## src/inc/dram_cfg_pkg.sv

```systemverilog
// Purpose: Shared constants and types for the rank configuration and decode block
// Assumes: 32-bit AXI4-Lite data, 8-bit register byte addresses
// Notes: Rank bounds count in 64 MB units; geometry codes set row, bank and column widths
package dram_cfg_pkg;

    // ********************************************************************
    // Register map (byte addresses)
    // ********************************************************************
    localparam logic [7:0] OFS_BOUND_A = 8'h00;
    localparam logic [7:0] OFS_BOUND_B = 8'h10;
    localparam logic [7:0] OFS_PAGE_A = 8'h20;
    localparam logic [7:0] OFS_PAGE_B = 8'h24;
    localparam logic [7:0] OFS_FREQ = 8'h28;
    localparam logic [7:0] OFS_TIMING_A = 8'h2C;
    localparam logic [7:0] OFS_TIMING_B = 8'h30;
    localparam logic [7:0] OFS_REFRESH_A = 8'h34;
    localparam logic [7:0] OFS_REFRESH_B = 8'h38;
    localparam logic [7:0] OFS_MODE = 8'h3C;
    localparam logic [7:0] OFS_STATUS = 8'h40;

    // ********************************************************************
    // Reset values
    // ********************************************************************
    localparam logic [7:0] RST_BOUND = 8'h00;
    localparam logic [15:0] RST_PAGE = 16'h0000;
    localparam logic [2:0] RST_FREQ = 3'h0;
    localparam logic [31:0] RST_TIMING = 32'h0000_0000;
    localparam logic [31:0] RST_REFRESH = 32'h0000_0000;
    localparam logic RST_MODE_IL = 1'b0;

    // ********************************************************************
    // Field layouts
    // ********************************************************************
    localparam int NUM_RANKS = 4;
    localparam int BOUND_W = 8;
    localparam int UNIT_SHIFT = 26;
    localparam int PAGE_FIELD_W = 3;
    localparam int PAGE_STRIDE = 4;
    localparam int PAGE_REG_W = 16;
    localparam int FREQ_W = 3;
    localparam int MODE_IL_BIT = 0;
    localparam int LINE_BIT = 6;
    localparam int BEAT_SHIFT = 3;
    localparam logic [1:0] RESP_OKAY = 2'b00;
    localparam logic [1:0] RESP_SLVERR = 2'b10;

    // ********************************************************************
    // Device geometry codes held in each rank page field
    // ********************************************************************
    localparam logic [2:0] GEO_256_X16 = 3'h0;
    localparam logic [2:0] GEO_256_X8 = 3'h1;
    localparam logic [2:0] GEO_512_X16 = 3'h2;
    localparam logic [2:0] GEO_512_X8 = 3'h3;
    localparam logic [2:0] GEO_1G_X16 = 3'h4;
    localparam logic [2:0] GEO_1G_X8 = 3'h5;

    typedef logic [NUM_RANKS-1:0][BOUND_W-1:0] bound_set_t;

endpackage : dram_cfg_pkg

```

## src/rtl/dram_rank_config_decode.sv

```systemverilog
// Purpose: Memory configuration registers and host address to rank decode
// Assumes: AXI4-Lite slave at 40 MHz aclk, synchronous active-low reset
// Notes: Decode answers one cycle after req_valid; bounds in 64 MB units
//
// Added by the designer: the AXI4-Lite interface to the registers and the address map.
`timescale 1ns/1ps
`default_nettype none
module dram_rank_config_decode (
    input wire logic aclk,
    input wire logic aresetn,
    input wire logic [7:0] s_axi_awaddr,
    input wire logic s_axi_awvalid,
    output logic s_axi_awready,
    input wire logic [31:0] s_axi_wdata,
    input wire logic [3:0] s_axi_wstrb,
    input wire logic s_axi_wvalid,
    output logic s_axi_wready,
    output logic [1:0] s_axi_bresp,
    output logic s_axi_bvalid,
    input wire logic s_axi_bready,
    input wire logic [7:0] s_axi_araddr,
    input wire logic s_axi_arvalid,
    output logic s_axi_arready,
    output logic [31:0] s_axi_rdata,
    output logic [1:0] s_axi_rresp,
    output logic s_axi_rvalid,
    input wire logic s_axi_rready,
    input wire logic req_valid,
    input wire logic [31:0] req_addr,
    output logic resp_valid,
    output logic resp_hit,
    output logic resp_channel,
    output logic [1:0] resp_rank,
    output logic [13:0] resp_row,
    output logic [2:0] resp_bank,
    output logic [9:0] resp_col,
    output logic [2:0] resp_page_code,
    output logic [dram_cfg_pkg::FREQ_W-1:0] mem_freq_sel,
    output logic [31:0] timing_a,
    output logic [31:0] timing_b,
    output logic [31:0] refresh_ctl_a,
    output logic [31:0] refresh_ctl_b,
    output logic interleave_mode
);
    import dram_cfg_pkg::*;

    // ********************************************************************
    // Helper functions
    // ********************************************************************

    // Byte-lane merge honouring write strobes
    function automatic logic [31:0] merge_strb(input logic [31:0] old_val,
                                                input logic [31:0] new_val,
                                                input logic [3:0] strb);
        logic [31:0] res;
        res = old_val;
        for (int b = 0; b < 4; b++) begin
            if (strb[b]) begin
                res[b*8 +: 8] = new_val[b*8 +: 8];
            end
        end
        return res;
    endfunction : merge_strb

    // Page field of one rank, two fields to a byte
    function automatic logic [2:0] page_field(input logic [15:0] regv,
                                              input logic [1:0] rank);
        logic [15:0] sh;
        sh = regv >> (rank * PAGE_STRIDE);
        return sh[PAGE_FIELD_W-1:0];
    endfunction : page_field

    // Split a rank-local byte offset into {row, bank, column}
    function automatic logic [26:0] split_addr(input logic [31:0] loc,
                                               input logic [2:0] geo);
        logic [3:0] ncol;
        logic [3:0] nbank;
        logic [3:0] nrow;
        logic [31:0] beat;
        logic [31:0] col;
        logic [31:0] bank;
        logic [31:0] row;
        ncol = (geo == GEO_256_X16) ? 4'd9 : 4'd10;
        nbank = (geo == GEO_1G_X16 || geo == GEO_1G_X8) ? 4'd3 : 4'd2;
        nrow = (geo == GEO_512_X8 || geo == GEO_1G_X8) ? 4'd14 : 4'd13;
        beat = loc >> BEAT_SHIFT;
        col = beat & ((32'h0000_0001 << ncol) - 32'h0000_0001);
        beat = beat >> ncol;
        bank = beat & ((32'h0000_0001 << nbank) - 32'h0000_0001);
        beat = beat >> nbank;
        row = beat & ((32'h0000_0001 << nrow) - 32'h0000_0001);
        return {row[13:0], bank[2:0], col[9:0]};
    endfunction : split_addr

    // ********************************************************************
    // Register storage
    // ********************************************************************
    bound_set_t bound_a_reg;
    bound_set_t bound_b_reg;
    logic [PAGE_REG_W-1:0] page_a_reg;
    logic [PAGE_REG_W-1:0] page_b_reg;
    logic [FREQ_W-1:0] freq_reg;
    logic [31:0] timing_a_reg;
    logic [31:0] timing_b_reg;
    logic [31:0] refresh_a_reg;
    logic [31:0] refresh_b_reg;
    logic mode_il_reg;
    logic [3:0] status_reg;
    logic bvalid_reg;
    logic [1:0] bresp_reg;
    logic rvalid_reg;
    logic [31:0] rdata_reg;
    logic [1:0] rresp_reg;

    // ********************************************************************
    // AXI4-Lite write path
    // ********************************************************************

    // Address and data are taken together; no write is taken while a response waits
    logic wr_take;
    logic [7:0] waddr;
    logic wr_bound_a;
    logic wr_bound_b;
    logic wr_hit;
    logic [1:0] widx;
    assign wr_take = s_axi_awvalid && s_axi_wvalid && !bvalid_reg;
    assign s_axi_awready = wr_take;
    assign s_axi_wready = wr_take;
    assign waddr = s_axi_awaddr;
    assign widx = waddr[3:2];
    assign wr_bound_a = (waddr[7:4] == OFS_BOUND_A[7:4]) && (waddr[1:0] == 2'b00);
    assign wr_bound_b = (waddr[7:4] == OFS_BOUND_B[7:4]) && (waddr[1:0] == 2'b00);
    assign wr_hit = wr_bound_a || wr_bound_b || waddr == OFS_PAGE_A || waddr == OFS_PAGE_B
        || waddr == OFS_FREQ || waddr == OFS_TIMING_A || waddr == OFS_TIMING_B
        || waddr == OFS_REFRESH_A || waddr == OFS_REFRESH_B || waddr == OFS_MODE
        || waddr == OFS_STATUS;

    // Merged values for the two bound targets, read-only status ignores writes
    logic [31:0] wm_bound_a;
    logic [31:0] wm_bound_b;
    assign wm_bound_a = merge_strb({24'h00_0000, bound_a_reg[widx]}, s_axi_wdata, s_axi_wstrb);
    assign wm_bound_b = merge_strb({24'h00_0000, bound_b_reg[widx]}, s_axi_wdata, s_axi_wstrb);

    // Configuration registers
    always_ff @(posedge aclk) begin
        if (!aresetn) begin
            bound_a_reg <= {NUM_RANKS{RST_BOUND}};
            bound_b_reg <= {NUM_RANKS{RST_BOUND}};
            page_a_reg <= RST_PAGE;
            page_b_reg <= RST_PAGE;
            freq_reg <= RST_FREQ;
            timing_a_reg <= RST_TIMING;
            timing_b_reg <= RST_TIMING;
            refresh_a_reg <= RST_REFRESH;
            refresh_b_reg <= RST_REFRESH;
            mode_il_reg <= RST_MODE_IL;
        end else if (wr_take) begin
            if (wr_bound_a) begin
                bound_a_reg[widx] <= wm_bound_a[BOUND_W-1:0];
            end else if (wr_bound_b) begin
                bound_b_reg[widx] <= wm_bound_b[BOUND_W-1:0];
            end else if (waddr == OFS_PAGE_A) begin
                page_a_reg <= 16'(merge_strb({16'h0000, page_a_reg}, s_axi_wdata,
                                             s_axi_wstrb));
            end else if (waddr == OFS_PAGE_B) begin
                page_b_reg <= 16'(merge_strb({16'h0000, page_b_reg}, s_axi_wdata, s_axi_wstrb));
            end else if (waddr == OFS_FREQ) begin
                freq_reg <= 3'(merge_strb({29'h0000_0000, freq_reg}, s_axi_wdata, s_axi_wstrb));
            end else if (waddr == OFS_TIMING_A) begin
                timing_a_reg <= merge_strb(timing_a_reg, s_axi_wdata, s_axi_wstrb);
            end else if (waddr == OFS_TIMING_B) begin
                timing_b_reg <= merge_strb(timing_b_reg, s_axi_wdata, s_axi_wstrb);
            end else if (waddr == OFS_REFRESH_A) begin
                refresh_a_reg <= merge_strb(refresh_a_reg, s_axi_wdata, s_axi_wstrb);
            end else if (waddr == OFS_REFRESH_B) begin
                refresh_b_reg <= merge_strb(refresh_b_reg, s_axi_wdata, s_axi_wstrb);
            end else if (waddr == OFS_MODE && s_axi_wstrb[0]) begin
                mode_il_reg <= s_axi_wdata[MODE_IL_BIT];
            end
        end
    end

    // Write response, held until bready
    always_ff @(posedge aclk) begin
        if (!aresetn) begin
            bvalid_reg <= 1'b0;
            bresp_reg <= RESP_OKAY;
        end else if (wr_take) begin
            bvalid_reg <= 1'b1;
            bresp_reg <= wr_hit ? RESP_OKAY : RESP_SLVERR;
        end else if (s_axi_bready) begin
            bvalid_reg <= 1'b0;
        end
    end
    assign s_axi_bvalid = bvalid_reg;
    assign s_axi_bresp = bresp_reg;

    // ********************************************************************
    // AXI4-Lite read path
    // ********************************************************************
    logic rd_take;
    logic [7:0] raddr;
    logic [1:0] ridx;
    logic rd_bound_a;
    logic rd_bound_b;
    logic rd_hit;
    logic [31:0] rd_mux;
    assign rd_take = s_axi_arvalid && !rvalid_reg;
    assign s_axi_arready = !rvalid_reg;
    assign raddr = s_axi_araddr;
    assign ridx = raddr[3:2];
    assign rd_bound_a = (raddr[7:4] == OFS_BOUND_A[7:4]) && (raddr[1:0] == 2'b00);
    assign rd_bound_b = (raddr[7:4] == OFS_BOUND_B[7:4]) && (raddr[1:0] == 2'b00);
    assign rd_hit = rd_bound_a || rd_bound_b || raddr == OFS_PAGE_A || raddr == OFS_PAGE_B
        || raddr == OFS_FREQ || raddr == OFS_TIMING_A || raddr == OFS_TIMING_B
        || raddr == OFS_REFRESH_A || raddr == OFS_REFRESH_B || raddr == OFS_MODE
        || raddr == OFS_STATUS;

    // Read data select; unmapped words return zero with an error response
    assign rd_mux = rd_bound_a ? {24'h00_0000, bound_a_reg[ridx]}
        : rd_bound_b ? {24'h00_0000, bound_b_reg[ridx]}
        : (raddr == OFS_PAGE_A) ? {16'h0000, page_a_reg}
        : (raddr == OFS_PAGE_B) ? {16'h0000, page_b_reg}
        : (raddr == OFS_FREQ) ? {29'h0000_0000, freq_reg}
        : (raddr == OFS_TIMING_A) ? timing_a_reg
        : (raddr == OFS_TIMING_B) ? timing_b_reg
        : (raddr == OFS_REFRESH_A) ? refresh_a_reg
        : (raddr == OFS_REFRESH_B) ? refresh_b_reg
        : (raddr == OFS_MODE) ? {31'h0000_0000, mode_il_reg}
        : (raddr == OFS_STATUS) ? {28'h000_0000, status_reg}
        : 32'h0000_0000;

    // Read response, held stable until rready
    always_ff @(posedge aclk) begin
        if (!aresetn) begin
            rvalid_reg <= 1'b0;
            rdata_reg <= 32'h0000_0000;
            rresp_reg <= RESP_OKAY;
        end else if (rd_take) begin
            rvalid_reg <= 1'b1;
            rdata_reg <= rd_mux;
            rresp_reg <= rd_hit ? RESP_OKAY : RESP_SLVERR;
        end else if (s_axi_rready) begin
            rvalid_reg <= 1'b0;
        end
    end
    assign s_axi_rvalid = rvalid_reg;
    assign s_axi_rdata = rdata_reg;
    assign s_axi_rresp = rresp_reg;

    // ********************************************************************
    // Rank decode
    // ********************************************************************

    // A 32-bit address cannot reach past 4 GB, so larger bounds simply never miss
    logic [7:0] addr_units;
    logic a_hit;
    logic b_hit;
    logic [1:0] a_rank;
    logic [1:0] b_rank;
    logic [7:0] a_base;
    logic [7:0] b_base;
    assign addr_units = {2'b00, req_addr[31:UNIT_SHIFT]};

    // Channel A starts at zero
    rank_lookup u_lookup_a (
        .addr_units(addr_units),
        .bounds(bound_a_reg),
        .floor_units(8'h00),
        .hit(a_hit),
        .rank(a_rank),
        .base_units(a_base)
    );

    // Channel B continues above the top of channel A
    rank_lookup u_lookup_b (
        .addr_units(addr_units),
        .bounds(bound_b_reg),
        .floor_units(bound_a_reg[NUM_RANKS-1]),
        .hit(b_hit),
        .rank(b_rank),
        .base_units(b_base)
    );

    // Interleaved reads only channel A bounds, each naming a rank pair
    logic dec_hit;
    logic dec_ch;
    logic [1:0] dec_rank;
    logic [7:0] dec_base;
    logic [31:0] dec_off;
    logic [31:0] dec_local;
    logic [2:0] dec_geo;
    logic [26:0] dec_split;
    assign dec_hit = mode_il_reg ? a_hit : (a_hit || b_hit);
    assign dec_ch = mode_il_reg ? req_addr[LINE_BIT] : !a_hit;
    assign dec_rank = (mode_il_reg || a_hit) ? a_rank : b_rank;
    assign dec_base = (mode_il_reg || a_hit) ? a_base : b_base;
    assign dec_off = req_addr - {dec_base[5:0], 26'h000_0000};
    // Drop the channel bit so each channel sees a dense half of the pair
    assign dec_local = mode_il_reg ? {1'b0, dec_off[31:LINE_BIT+1], dec_off[LINE_BIT-1:0]}
                                   : dec_off;
    assign dec_geo = (mode_il_reg || !dec_ch) ? page_field(page_a_reg, dec_rank)
                                              : page_field(page_b_reg, dec_rank);
    assign dec_split = split_addr(dec_local, dec_geo);

    // Registered decode answer plus sticky status of the last lookup
    always_ff @(posedge aclk) begin
        if (!aresetn) begin
            resp_valid <= 1'b0;
            resp_hit <= 1'b0;
            resp_channel <= 1'b0;
            resp_rank <= 2'b00;
            resp_row <= 14'h0000;
            resp_bank <= 3'h0;
            resp_col <= 10'h000;
            resp_page_code <= 3'h0;
            status_reg <= 4'h0;
        end else begin
            resp_valid <= req_valid;
            if (req_valid) begin
                resp_hit <= dec_hit;
                resp_channel <= dec_ch;
                resp_rank <= dec_rank;
                resp_row <= dec_split[26:13];
                resp_bank <= dec_split[12:10];
                resp_col <= dec_split[9:0];
                resp_page_code <= dec_geo;
                status_reg <= {dec_hit, dec_ch, dec_rank};
            end
        end
    end

    // Control outputs; one frequency for every DIMM
    assign mem_freq_sel = freq_reg;
    assign timing_a = timing_a_reg;
    assign timing_b = timing_b_reg;
    assign refresh_ctl_a = refresh_a_reg;
    assign refresh_ctl_b = refresh_b_reg;
    assign interleave_mode = mode_il_reg;
endmodule : dram_rank_config_decode
`default_nettype wire

```

## src/rtl/rank_lookup.sv

```systemverilog
// Purpose: Picks the lowest rank whose upper bound lies above an address
// Assumes: Bounds are cumulative and non-decreasing, in 64 MB units
// Notes: Purely combinational; floor_units sets where this channel starts
`timescale 1ns/1ps
`default_nettype none
module rank_lookup (
    input wire logic [7:0] addr_units,
    input wire dram_cfg_pkg::bound_set_t bounds,
    input wire logic [7:0] floor_units,
    output logic hit,
    output logic [1:0] rank,
    output logic [7:0] base_units
);
    import dram_cfg_pkg::*;

    // Scan from the top so the lowest matching rank wins
    always_comb begin
        hit = 1'b0;
        rank = 2'b00;
        base_units = floor_units;
        for (int i = NUM_RANKS - 1; i >= 0; i--) begin
            if (addr_units >= floor_units && addr_units < bounds[i]) begin
                hit = 1'b1;
                rank = i[1:0];
                base_units = (i == 0) ? floor_units : bounds[(i == 0) ? 0 : i - 1];
            end
        end
    end

endmodule : rank_lookup
`default_nettype wire

```

## config.mk

```make
export PLATFORM = sky130hd
export DESIGN_NAME = dram_rank_config_decode
export DESIGN_NICKNAME = d
export VERILOG_FILES = /design/src/inc/dram_cfg_pkg.sv /design/src/rtl/dram_rank_config_decode.sv /design/src/rtl/rank_lookup.sv
export SDC_FILE = /design/constraint.sdc
export NUM_CORES = 1
export LEC_CHECK = 0
export ABC_AREA = 1
export BUFFER_PORTS_ARGS = -buffer_cell sky130_fd_sc_hd__buf_2
export CORE_MARGIN = 5
export CORE_UTILIZATION = 55
export DETAILED_ROUTE_END_ITERATION = 12
export GPL_TIMING_DRIVEN = 1
export PLACE_DENSITY = 0.88
export SYNTH_ARGS = -nofsm -noshare
export SYNTH_HDL_FRONTEND = slang
export SYNTH_SLANG_ARGS = --single-unit
```

## constraint.sdc

```tcl
create_clock -name aclk -period 10.41 [get_ports aclk]
set_input_delay 0.5205 -clock aclk [delete_from_list [all_inputs] [get_ports aclk]]
set_output_delay 0.5205 -clock aclk [all_outputs]
set_load 0.01 [all_outputs]
```

Word-level counts from Yosys, hierarchy flattened

Index checks and enable logic that the tools add are counted.

Register bits: 305

Add/sub/neg operators: 4
Order comparisons: 13
Eq/ne operators: 23
Shift-type cells: 7
Muxes and demuxes: 64
Bitwise gates (word level): 12
Reduce and logical (&&, ||, !) cells: 77

Operators with widths:

| operator                                             | count |
|---|---|
| 2-to-1 mux 32 bit                                    | 10 |
| equality test 8 x 6 -> 1 bit (second input constant) | 16 |
| binary-select mux 8 bit (select 2 bit)               | 4 |
| bitwise mux 32 bit                                   | 2 |
| less-than comparator 6 x 8 -> 1 bit                  | 8 |
| 2-to-1 mux 8 bit                                     | 7 |
| AND reduction 11 bit                                 | 5 |
| 2-to-1 mux 6 bit                                     | 9 |
| AND reduction 10 bit                                 | 4 |
| AND reduction 9 bit                                  | 4 |
| AND reduction 8 bit                                  | 4 |
| right shift 16 x 4 -> 3 bit                          | 2 |
| right shift 29 x 4 -> 32 bit                         | 1 |
| right shift 32 x 2 -> 14 bit                         | 1 |
| subtractor 32 bit                                    | 1 |
| 2-to-1 mux 2 bit                                     | 13 |
| logical OR 1 bit                                     | 25 |
| logical AND 1 bit                                    | 17 |
| demux 8 bit (select 2 bit)                           | 1 |
| equality test 8 x 7 -> 1 bit (second input constant) | 2 |
| 2-to-1 mux 1 bit                                     | 15 |
| AND 14 bit                                           | 1 |
| left shift 1 x 4 -> 14 bit (first input constant)    | 1 |
| subtractor 14 x 1 -> 14 bit (second input constant)  | 1 |
| 26 further kinds                                     | 46 |

Depth between registers and ports, before layout

Gate-level depths: netlist of run 1.

Depth in word-level cells: 17
Depth in mapped cells: 25

By module

Synthesis of run 1 repeated with hierarchy kept, for this count alone.

Cell total of the unflattened synthesis: 2,386
Area total of the unflattened synthesis: 16,442.0 sq um

Modules (own cells, without submodules):

| module                  | instances | cells each | area each (sq um) | seq. area each (sq um) |
|---|---|---|---|---|
| dram_rank_config_decode | 1         | 1,912      | 13,731.9          | 5,985.7 |
| rank_lookup             | 2         | 237        | 1,355.0           | 0.0 |

Worst setup path after synthesis of run 1

Ideal clock, no wire load.

Kind: input-to-reg
Start point: in req_addr[29]
End point: reg resp_row[13]
Setup time: 112 ps
Arrival: 3,372 ps
Required time: 10,298 ps
Slack: 6,926 ps
Stages: 22
Path buffers: 0
Cell sequence: ha_1 nand2_1 inv_1 nand2_1 nand2_1 nand2_1 nand3_2 nand3_2 inv_1 o21ai_0 a32o_1 o22ai_1 ha_1 fa_1 o21ai_0 xnor2_1 xor2_1 nand2_1 o211ai_1 o21ai_0 nand2_1 nand2_1

Longest elaborated chain between the ends: 17

Ends and longest elaborated chain:

| what                                                                                         | line                           | RTL |
|---|---|---|
| from (decl)                                                                                  | dram_rank_config_decode.sv:29  | `input wire logic [31:0] req_addr,` |
| parallel branches: the longest is 16 deep, another holds less-than comparator 6 x 8 -> 1 bit | --                             |  |
| AND 14 bit (*)                                                                               | dram_rank_config_decode.sv:91  | `row = beat & ((32'h0000_0001 << nrow) - 32'h0000_0001);` |
| to (signal assigned)                                                                         | dram_rank_config_decode.sv:324 | `resp_row <= dec_split[26:13];` |
| to (decl)                                                                                    | dram_rank_config_decode.sv:34  | `output logic [13:0] resp_row,` |

Mark *: on every way between the ends.
A chain may end at the register's enable or synchronous reset.

Worst setup path in the final report of run 1

Start point: reg bound_a_reg[26] (netlist name)
End point: reg resp_row[13]

Longest elaborated chain between the ends: 17

Ends and longest elaborated chain:

| what                                                                                         | line                           | RTL |
|---|---|---|
| from (decl)                                                                                  | dram_rank_config_decode.sv:98  | `bound_set_t bound_a_reg;` |
| from (signal assigned)                                                                       | dram_rank_config_decode.sv:147 | `bound_a_reg <= {NUM_RANKS{RST_BOUND}};` |
| from (signal, indexed assignment)                                                            | dram_rank_config_decode.sv:159 | `bound_a_reg[widx] <= wm_bound_a[BOUND_W-1:0];` |
| parallel branches: the longest is 16 deep, another holds less-than comparator 6 x 8 -> 1 bit | --                             |  |
| AND 14 bit (*)                                                                               | dram_rank_config_decode.sv:91  |  |

Marks and branches as above.

==> results of run 1 <==
## worst max-delay path: stages (launching register included)
cell      delay (ns)
dfxtp_1         0.33
inv_1           0.09
ha_1            0.29
nand2_1         0.08
inv_1           0.04
nand2_1         0.06
nand2_1         0.07
nand2_1         0.10
nand3_2         0.13
nand3_1         0.19
nand2_1         0.13
o21ai_0         0.44
a32o_1          0.24
o22ai_1         0.08
ha_1            0.22
fa_1            0.40
o21ai_0         0.22
xnor2_1         0.16
xor2_1          0.15
nand2_1         0.06
o211ai_1        0.09
o21ai_0         0.10
nand2_1         0.07
nand2_1         0.05
## power by group through the flow
| stage | Sequential (mW) | Combinational (mW) | Clock [mW] |
|---|---|---|---|
| after CTS | 1.17 | 0.325 | 1.17 |
| final | 1.17 | 0.334 | 1.17 |
| after global placement | 1.20 | 0.314 | 0 |
| after global routing | 1.18 | 0.363 | 1.22 |
| after detailed placement | 1.20 | 0.323 | 0 |
| after floorplan | 1.21 | 0.215 | 0 |
## metal layers
metal | part of all wire | GRT usage
met3 | 0.14 | 0.09563
met5 | 0.0011 | 0
met1 | 0.37 | 0.4372
met2 | 0.43 | 0.5362
met4 | 0.055 | 0.1463
## stage by stage
stage,std cells,total power [mW],setup WS [ns],utilization
3_3_place_gp,2635,1.513,6.179,0.6160
3_5_place_dp,2635,1.522,6.146,0.6160
2_1_floorplan,2092,1.422,6.926,-
4_1_cts,2692,2.665,6.527,0.6556
6_report,2693,2.676,6.520,0.6557
5_1_grt,2692,2.756,6.072,0.6556
## cell type report
type | instances | area [sq um] | area share
Multi-Input combinational cell | 1463 | 7659 | 0.4358
Sequential cell | 299 | 5986 | 0.3406
Timing Repair Buffer | 313 | 1617 | 0.09198
Clock buffer | 45 | 878.3 | 0.04998
Inverter | 219 | 822.0 | 0.04677
Tap cell | 341 | 426.7 | 0.02428
Clock inverter | 12 | 183.9 | 0.01047
Antenna cell | 1 | 2.502 | 0.0001424
## placed cells by master (no fill, tap or decap), types with 12 or more instances in the layout
cell type,n
a21oi_1,296
nor2_1,119
nand2_2,17
o2111ai_1,24
buf_2,293
o211ai_1,32
inv_1,206
o22ai_1,14
buf_4,20
clkbuf_16,31
a221oi_1,12
nand2_1,416
nand4_1,19
dfxtp_1,299
ha_1,45
a211oi_1,32
nand3_1,96
o21ai_0,249
## synth_stat cells (all sizes together), types with 2 or more instances
| master | number | area (sq um) |
|---|---|---|
| o221ai | 8 | 70.07 |
| o21ai | 250 | 1251 |
| nor3 | 13 | 86.34 |
| a211oi | 32 | 240.2 |
| xor2 | 3 | 26.28 |
| clkbuf | 98 | 371.6 |
| nor2 | 126 | 506.7 |
| clkinv | 5 | 18.77 |
| a221oi | 12 | 105.1 |
| ha | 45 | 563.0 |
| o2111ai | 24 | 210.2 |
| a21oi | 296 | 1481 |
| a311oi | 6 | 52.55 |
| and3 | 5 | 31.28 |
| a22oi | 3 | 22.52 |
| mux2i | 2 | 20.02 |
| o22ai | 14 | 87.58 |
| o31ai | 2 | 15.01 |
| a22o | 4 | 35.03 |
| buf | 13 | 100.1 |
| a31oi | 11 | 68.82 |
| dfxtp | 299 | 5986 |
| o211ai | 32 | 240.2 |
| nand4 | 19 | 118.9 |
| nor4 | 2 | 12.51 |
| nand2 | 439 | 1735 |
| nand3 | 104 | 568.1 |
| nand3b | 2 | 15.01 |
| inv | 214 | 803.3 |
## final timing paths
path / endpoint / slack (ns) / cells after the start
worst min-delay path: resp_col[2] / 0.16 / 2
worst max register to register: resp_row[13] / 6.52 / 23
worst min register to register: resp_bank[0] / 0.45 / 2
worst max-delay path: resp_row[13] / 6.52 / 23
## kinds of logic (layout without fill, tap and decap cells)
group                    after synthesis  in the layout  share of synthesized area
multiplexers                           2              2                   0.001342
AO/OA/AOI/OAI                        698            698                     0.2624
XOR/XNOR                               4              4                   0.002349
flip-flops                           299            299                     0.4013
buffers and inverters                330            589                    0.08673
AND/OR/NAND/NOR                      711            711                     0.2066
other                                  1              3                  0.0002514
adder cells (fa/ha/maj)               46             46                    0.03909
==> impl_results.md, run 1 <==
- Clock input transition at the sequential cells of the worst setup and hold paths: approximately 0.06 ns
- GRT Residual Overflow: 0
- Cell Pwr Density: 152.3 nW/um^2
- Initial antenna violation count: 5
- Floorplan Core Area: 26800 sq um
- Slew Limit Fails: 0
- First DRT Iteration DRCs: 2259
- Number of different library cells in the post-synthesis netlist: 52
- Filler Cells Inserted: 2231
- Number of enable-type register cells in the synthesized netlist: 0
- Placed standard-cell area: between 15000 and 20000 sq um
- Synth-to-Final Area Change: 17.82%
- Relative contribution of combinational cells to total power: 0.125
- Gpl congestion: 0.9848
- Drc violations: 0
- Max frequency: between 0.2 and 0.3 GHz
- Proportion of synthesized chip area in sequential cells: 0.4013
- Average vias per placed instance: 6.237
- Final clock period utilization by the worst path: 0.3737
- Vias after detailed routing: between 15000 and 20000
- Horizontal extent of the die: 174.7 um
- Final worst hold slack: roughly 0.16 ns
- Drt wl/cell: 20.52 um
- Type of the worst min-delay path: input pin to register
- Area of the mapped netlist: approximately 15000 sq um
- Final design instance area without fill: between 15000 and 20000 sq um
- Avg Inst Size Synth: 7.134 sq um
- Synth Instances: approximately 2100
- Leak pwr: ~7.8 nW
- CTS sink count: 299
- Proportion of synthesized flip-flops having asynchronous set or reset: 0
- Clock root cell: clkbuf_16
- Nets: roughly 2500
- Hold buffers post-CTS: 0
- Total count of hold-check failures in the final report: 0
- # IOs: 300
- Number of gates resized after cts: 0
- Critical path fanouts, max: 5
- Unrepaired setup endpoints after global routing: false
- Fraction of layout cells with a size suffix above 1: 0.1752
- Sum of negative setup slack: 0 ns
- Fin Clk Skew: 0.01890 ns
- Actual transition at the worst max-transition pin: 1.190 ns
- Worst supply voltage drop on vdd: 129.7 uV
- Most common flop cell mapped by yosys: dfxtp_1
- CTS tree: built
- Maximum number of pins on one net before global-route repair: 131
- Worst Path Class, Setup: register to register
- R2r startpoint: bound_a_reg[26]
- Drt pass-1 iters: 7
- Final antenna-violating net count: 0
- Total die area: 30510 sq um
- Clock tree buffer depth: 3
- Critical path endpoint category: register
- Net Switching: 0.7264 mW
- Data arrival, critical path: between 4 and 5 ns
- Synth warn: 0
- Clock network latency to the later pin of the worst-skew pair: 0.59 ns
- Worst Setup SP: bound_a_reg[26]
- Switching Share: 0.2714
- Overall routed net length: about 55000 um
- Total Routing Usage GR: 0.3396
- Y dimension of the die: 174.7 um
- Outcome: completed
- Fraction of power consumed by the clock network: 0.437
- Normalized max-slew margin: 0.2038
- Detailed-placement wirelength estimate: 38780 um
- Via count of the first global-routing pass: ~16000
- Number of max-cap violations: 0
- Internal Power: 1.950 mW
- Hold wc startpoint: req_addr[5]
- Required time reported for the critical path endpoint: 10.88 ns
- Port bufs: slightly below 300
- Core Rows: 60
- Initial standard-cell utilization of the core: 0.5566
- Number of buffers created by CTS: 31
- Critical Path Start Type: register
- First-pass GRT wire length: around 85000 um
- Number of storage elements in the synthesis netlist: 299
- Sequential power share: 0.439
- Setup violations, final: 0
- Postcts setup bufs: 0
- Htree depth: 1
- Time the final worst path needs with I/O delays and setup: approximately 3.9 ns
No activity file was read; power rests on OpenSTA's default activity.
==> run 2: changes to the inputs <==
--- a/config.mk
+++ b/config.mk
@@ -5,13 +5,13 @@
 export SDC_FILE = /design/constraint.sdc
 export NUM_CORES = 1
 export LEC_CHECK = 0
-export ABC_AREA = 1
+export ABC_AREA = 0
 export BUFFER_PORTS_ARGS = -buffer_cell sky130_fd_sc_hd__buf_2
 export CORE_MARGIN = 5
 export CORE_UTILIZATION = 55
 export DETAILED_ROUTE_END_ITERATION = 12
 export GPL_TIMING_DRIVEN = 1
-export PLACE_DENSITY = 0.88
+export PLACE_DENSITY = 0.87
 export SYNTH_ARGS = -nofsm -noshare
 export SYNTH_HDL_FRONTEND = slang
 export SYNTH_SLANG_ARGS = --single-unit
==> constraint.sdc (replaced) <==
create_clock -name aclk -period 3.6 [get_ports aclk]
set_input_delay 0.18 -clock aclk [delete_from_list [all_inputs] [get_ports aclk]]
set_output_delay 0.18 -clock aclk [all_outputs]
set_load 0.01 [all_outputs]
==> run 2 against run 1 <==
Against the previous run:
- critical path depth is 8 lower
- cell count is 8.4% lower
- combinational power grew to 3.3 times the previous value
- first-iteration DRC count is 25% lower
- die area is 5.5% higher
- sequential share of layout area is 4.1 points lower
- sequential cell count stayed put
- via count is 7.0% lower
- maximum frequency is 8.3% higher
- synthesized area is 5.8% higher
- critical path type unchanged
==> impl_results.md, run 2 <==
- Highest routed layer: met5
- R2r startpoint: bound_b_reg[27]
- Final antenna-violating net count: 0
- Proportion of synthesized flip-flops having asynchronous set or reset: 0
- Floorplan Core Area: 28550 sq um
- Most frequently used cell type in the post-synthesis netlist: dfxtp_1
- Setup violations, final: 0
- WP depth: 15
- Instance count after placement with tap cells included: between 2000 and 2500
- Outcome: completed
- CTS sink count: 299
- Unrepaired setup endpoints after global routing: true
- Leak pwr: 8.786 nW
- Actual transition at the worst max-transition pin: between 1 and 1.5 ns
- Final clock period utilization by the worst path: 0.9978
- CTS tree: built
- Critical path endpoint category: register
- Area leader, netlist: dfxtp_1
- Clock root cell: clkbuf_16
- Kind of cell adding the most delay to the critical path: compound AO/OA/AOI/OAI gates
- Clock input transition at the sequential cells of the worst setup and hold paths: 0.06 ns
- Worst supply voltage drop on vdd: 331.9 uV
- Number of different library cells in the post-synthesis netlist: 91
- Gpl congestion: 0.9517
- Maximum number of pins on one net before global-route repair: 282
- Worst stage delay on the critical path: 0.37 ns
- Top cells by count, synth: 299 x dfxtp_1, 223 x nand2_1, 170 x mux2i_1, 152 x nor2b_1, 98 x clkbuf_1
- Area contributors post-synth: dfxtp_1 38%, mux2i_1 11%, nor2b_1 6.0%, nand2_1 5.3%, o211a_1 5.0%
- Number of max-cap violations: 0
- Vias after detailed routing: 15610
- Detailed-placement wirelength estimate: just under 40000 um
- Normalized max-slew margin: 0.1544
- Critical path fanouts, max: 8
- Fin Clk Skew: 0.01826 ns
- Average vias per placed instance: between 6 and 7
- Number of buffers created by CTS: 34
- Critical Path Start Type: register
- GRT Residual Overflow: 0
- Cell Pwr Density: 396.7 nW/um^2
- Number of diodes: 0
- First-pass GRT wire length: between 80000 and 90000 um
- Most common flop cell mapped by yosys: dfxtp_1
- Synth Instances: 1687
- Number of storage elements in the synthesis netlist: 299
- Capturing element of the worst setup path: resp_row[12]
- Drc violations: 0
- Y dimension of the die: 179.4 um
- Total Routing Usage GR: 0.3245
- Footprint of the flip-flops and latches: 5995 sq um
- Initial antenna violation count: 1
- Final std cells w/o fill: 2466
- Required time reported for the critical path endpoint: 4.01 ns
- Max frequency: 0.2784 GHz
- Nets: 2200
- Crit-path slowest cell: or3_4
- Number of enable-type register cells in the synthesized netlist: 0
- Met3 wire length: 6183 um
- Most frequent standard cell in the layout excluding fill and tap cells: buf_2
- Cell type with the highest occurrence count on the critical path: buf_4
- Clock network latency to the later pin of the worst-skew pair: 0.52 ns
- Slew Limit Fails: 0
- Drt pass-1 iters: 7
- Initial standard-cell utilization of the core: 0.5530
- Area of the mapped netlist: 15790 sq um
- First DRT Iteration DRCs: 1694
- Metal1 wirelength: 21190 um
- Port bufs: 294
- Area taken by multi-input logic gates: 9474 sq um
- Core Rows: 62
- Proportion of synthesized chip area in sequential cells: 0.3791
- Clock tree buffer depth: 3
- Worst Setup SP: bound_b_reg[27]
- # IOs: 300
- Worst reg2reg endpoint: resp_row[12]
- Core Util, Final: 0.7019
- Total count of hold-check failures in the final report: 0
- Share of the synthesized area in the top cell type: 0.3791
- Overall routed net length: between 50000 and 60000 um
- Synth-to-Final Area Change: 26.91%
- Fraction of layout cells with a size suffix above 1: 0.2867
- Time the final worst path needs with I/O delays and setup: 3.592 ns
- Commonest cells after routing, fill and taps aside: 293 x buf_2, 292 x dfxtp_1, 219 x nand2_1
- Synth warn: 0
- Horizontal extent of the die: 179.4 um
- Number of cells on the worst reg-to-reg path: 15
- Data arrival, critical path: ~4 ns
- Total die area: between 30000 and 40000 sq um
- Cell breakdown of the critical path: inv_1, ha_2, o211ai_1, o31a_1, o311a_1, buf_4, buf_4, buf_6, o21a_4, o221a_2, or3_4, o211a_4, nand2_4, mux2_1, o311ai_1
- Drt wl/cell: 22.62 um
- Worst Path Class, Setup: register to register
- Avg Inst Size Synth: 9.358 sq um
- Via count of the first global-routing pass: about 15000
- Detail Route met2 WL: between 20000 and 25000 um
- Critical path buffers and inverters: 4
- Htree depth: 2
- Worst reg2reg setup slack: 0.008 ns
- Filler Cells Inserted: 2046
- Type of the worst min-delay path: input pin to register
## run 2: changes by cell type in the layout (fill, tap and decap cells not counted), moves of 100 or more
cell,delta
inv_1,-154
a21oi_1,-247
mux2i_1,+167
nand2_1,-197
o21ai_0,-224
buf_4,+100
nor2b_1,+152
## run 2: what timing repair did
action                                 in CTS  in global routing
endpoints found under the hold margin      64                  0
hold buffers                               35                  0
resized for setup                          16                 53
cloned                                      1                  0
pin swaps                                  10                 36
setup buffers                               3                  7
setup endpoints to repair                   3                 18
## run 2: stage by stage
step	setup TNS, ns	cell area, sq um	hold WS (ns)	total power, mW	worst slack (ns)
6_report	0	20040	0.02474	7.949	0.008064
5_1_grt	-0.4498	20040	0.02396	8.184	-0.1934
4_1_cts	-0.05390	19760	0.01001	7.883	-0.05390
3_3_place_gp	-0.07607	18210	0.4250	4.393	-0.07607
2_1_floorplan	0	15850	0.3178	4.060	0.003126
3_5_place_dp	-0.6077	18210	0.4349	4.421	-0.1784
## run 2: final cells by class
type | count | area share
multi-input cells | 1217 | 0.4728
repair buffers | 453 | 0.1389
inverters | 57 | 0.01068
well taps | 384 | 0.02398
clock inverters | 14 | 0.008493
clock buffers | 42 | 0.04596
flip-flops and latches | 299 | 0.2992
## run 2: worst min path at each step
| stage | from | to | depth (start not counted) |
|---|---|---|---|
| after global placement | s_axi_arvalid | s_axi_rvalid | 2 |
| final | s_axi_wdata[12] | refresh_ctl_a[12] | 3 |
| after global routing | s_axi_wdata[12] | refresh_ctl_a[12] | 3 |
| after floorplan | s_axi_arvalid | s_axi_rvalid | 1 |
| after detailed placement | resp_bank[2] | resp_bank[2] | 1 |
| after CTS | s_axi_wdata[12] | refresh_ctl_a[12] | 3 |
## run 2: cell families (layout without fill, tap and decap cells)
group	after synthesis	in the layout	share of synthesized area
XOR/XNOR	4	4	0.002219
multiplexers	213	213	0.1627
AO/OA/AOI/OAI	410	410	0.2051
other	1	2	0.0002375
flip-flops	299	299	0.3791
AND/OR/NAND/NOR	541	542	0.1695
adder cells (fa/ha/maj)	46	46	0.03693
buffers and inverters	173	566	0.04414
## run 2: power breakdown
part | internal (mW) | total [mW] | switching, mW
Sequential | 3.37 | 3.40 | 0.0388
Clock | 2.04 | 3.44 | 1.40
Combinational | 0.487 | 1.11 | 0.619
## run 2: worst reg2reg max path, cell delays in order, from the launching register on
cell      delay, ns
dfxtp_2        0.33
inv_1          0.06
ha_2           0.31
o211ai_1       0.10
o31a_1         0.26
o311a_1        0.32
buf_4          0.14
buf_4          0.12
buf_6          0.13
o21a_4         0.22
o221a_2        0.29
or3_4          0.37
o211a_4        0.17
nand2_4        0.12
mux2_1         0.33
o311ai_1       0.22
## run 2: metal layers
metal | vias up | GRT usage
li1 | 6891 | -
met1 | 7377 | 0.4110
met3 | 259 | 0.07599
met5 | - | 0
met4 | 2 | 0.1759
met2 | 1083 | 0.5146
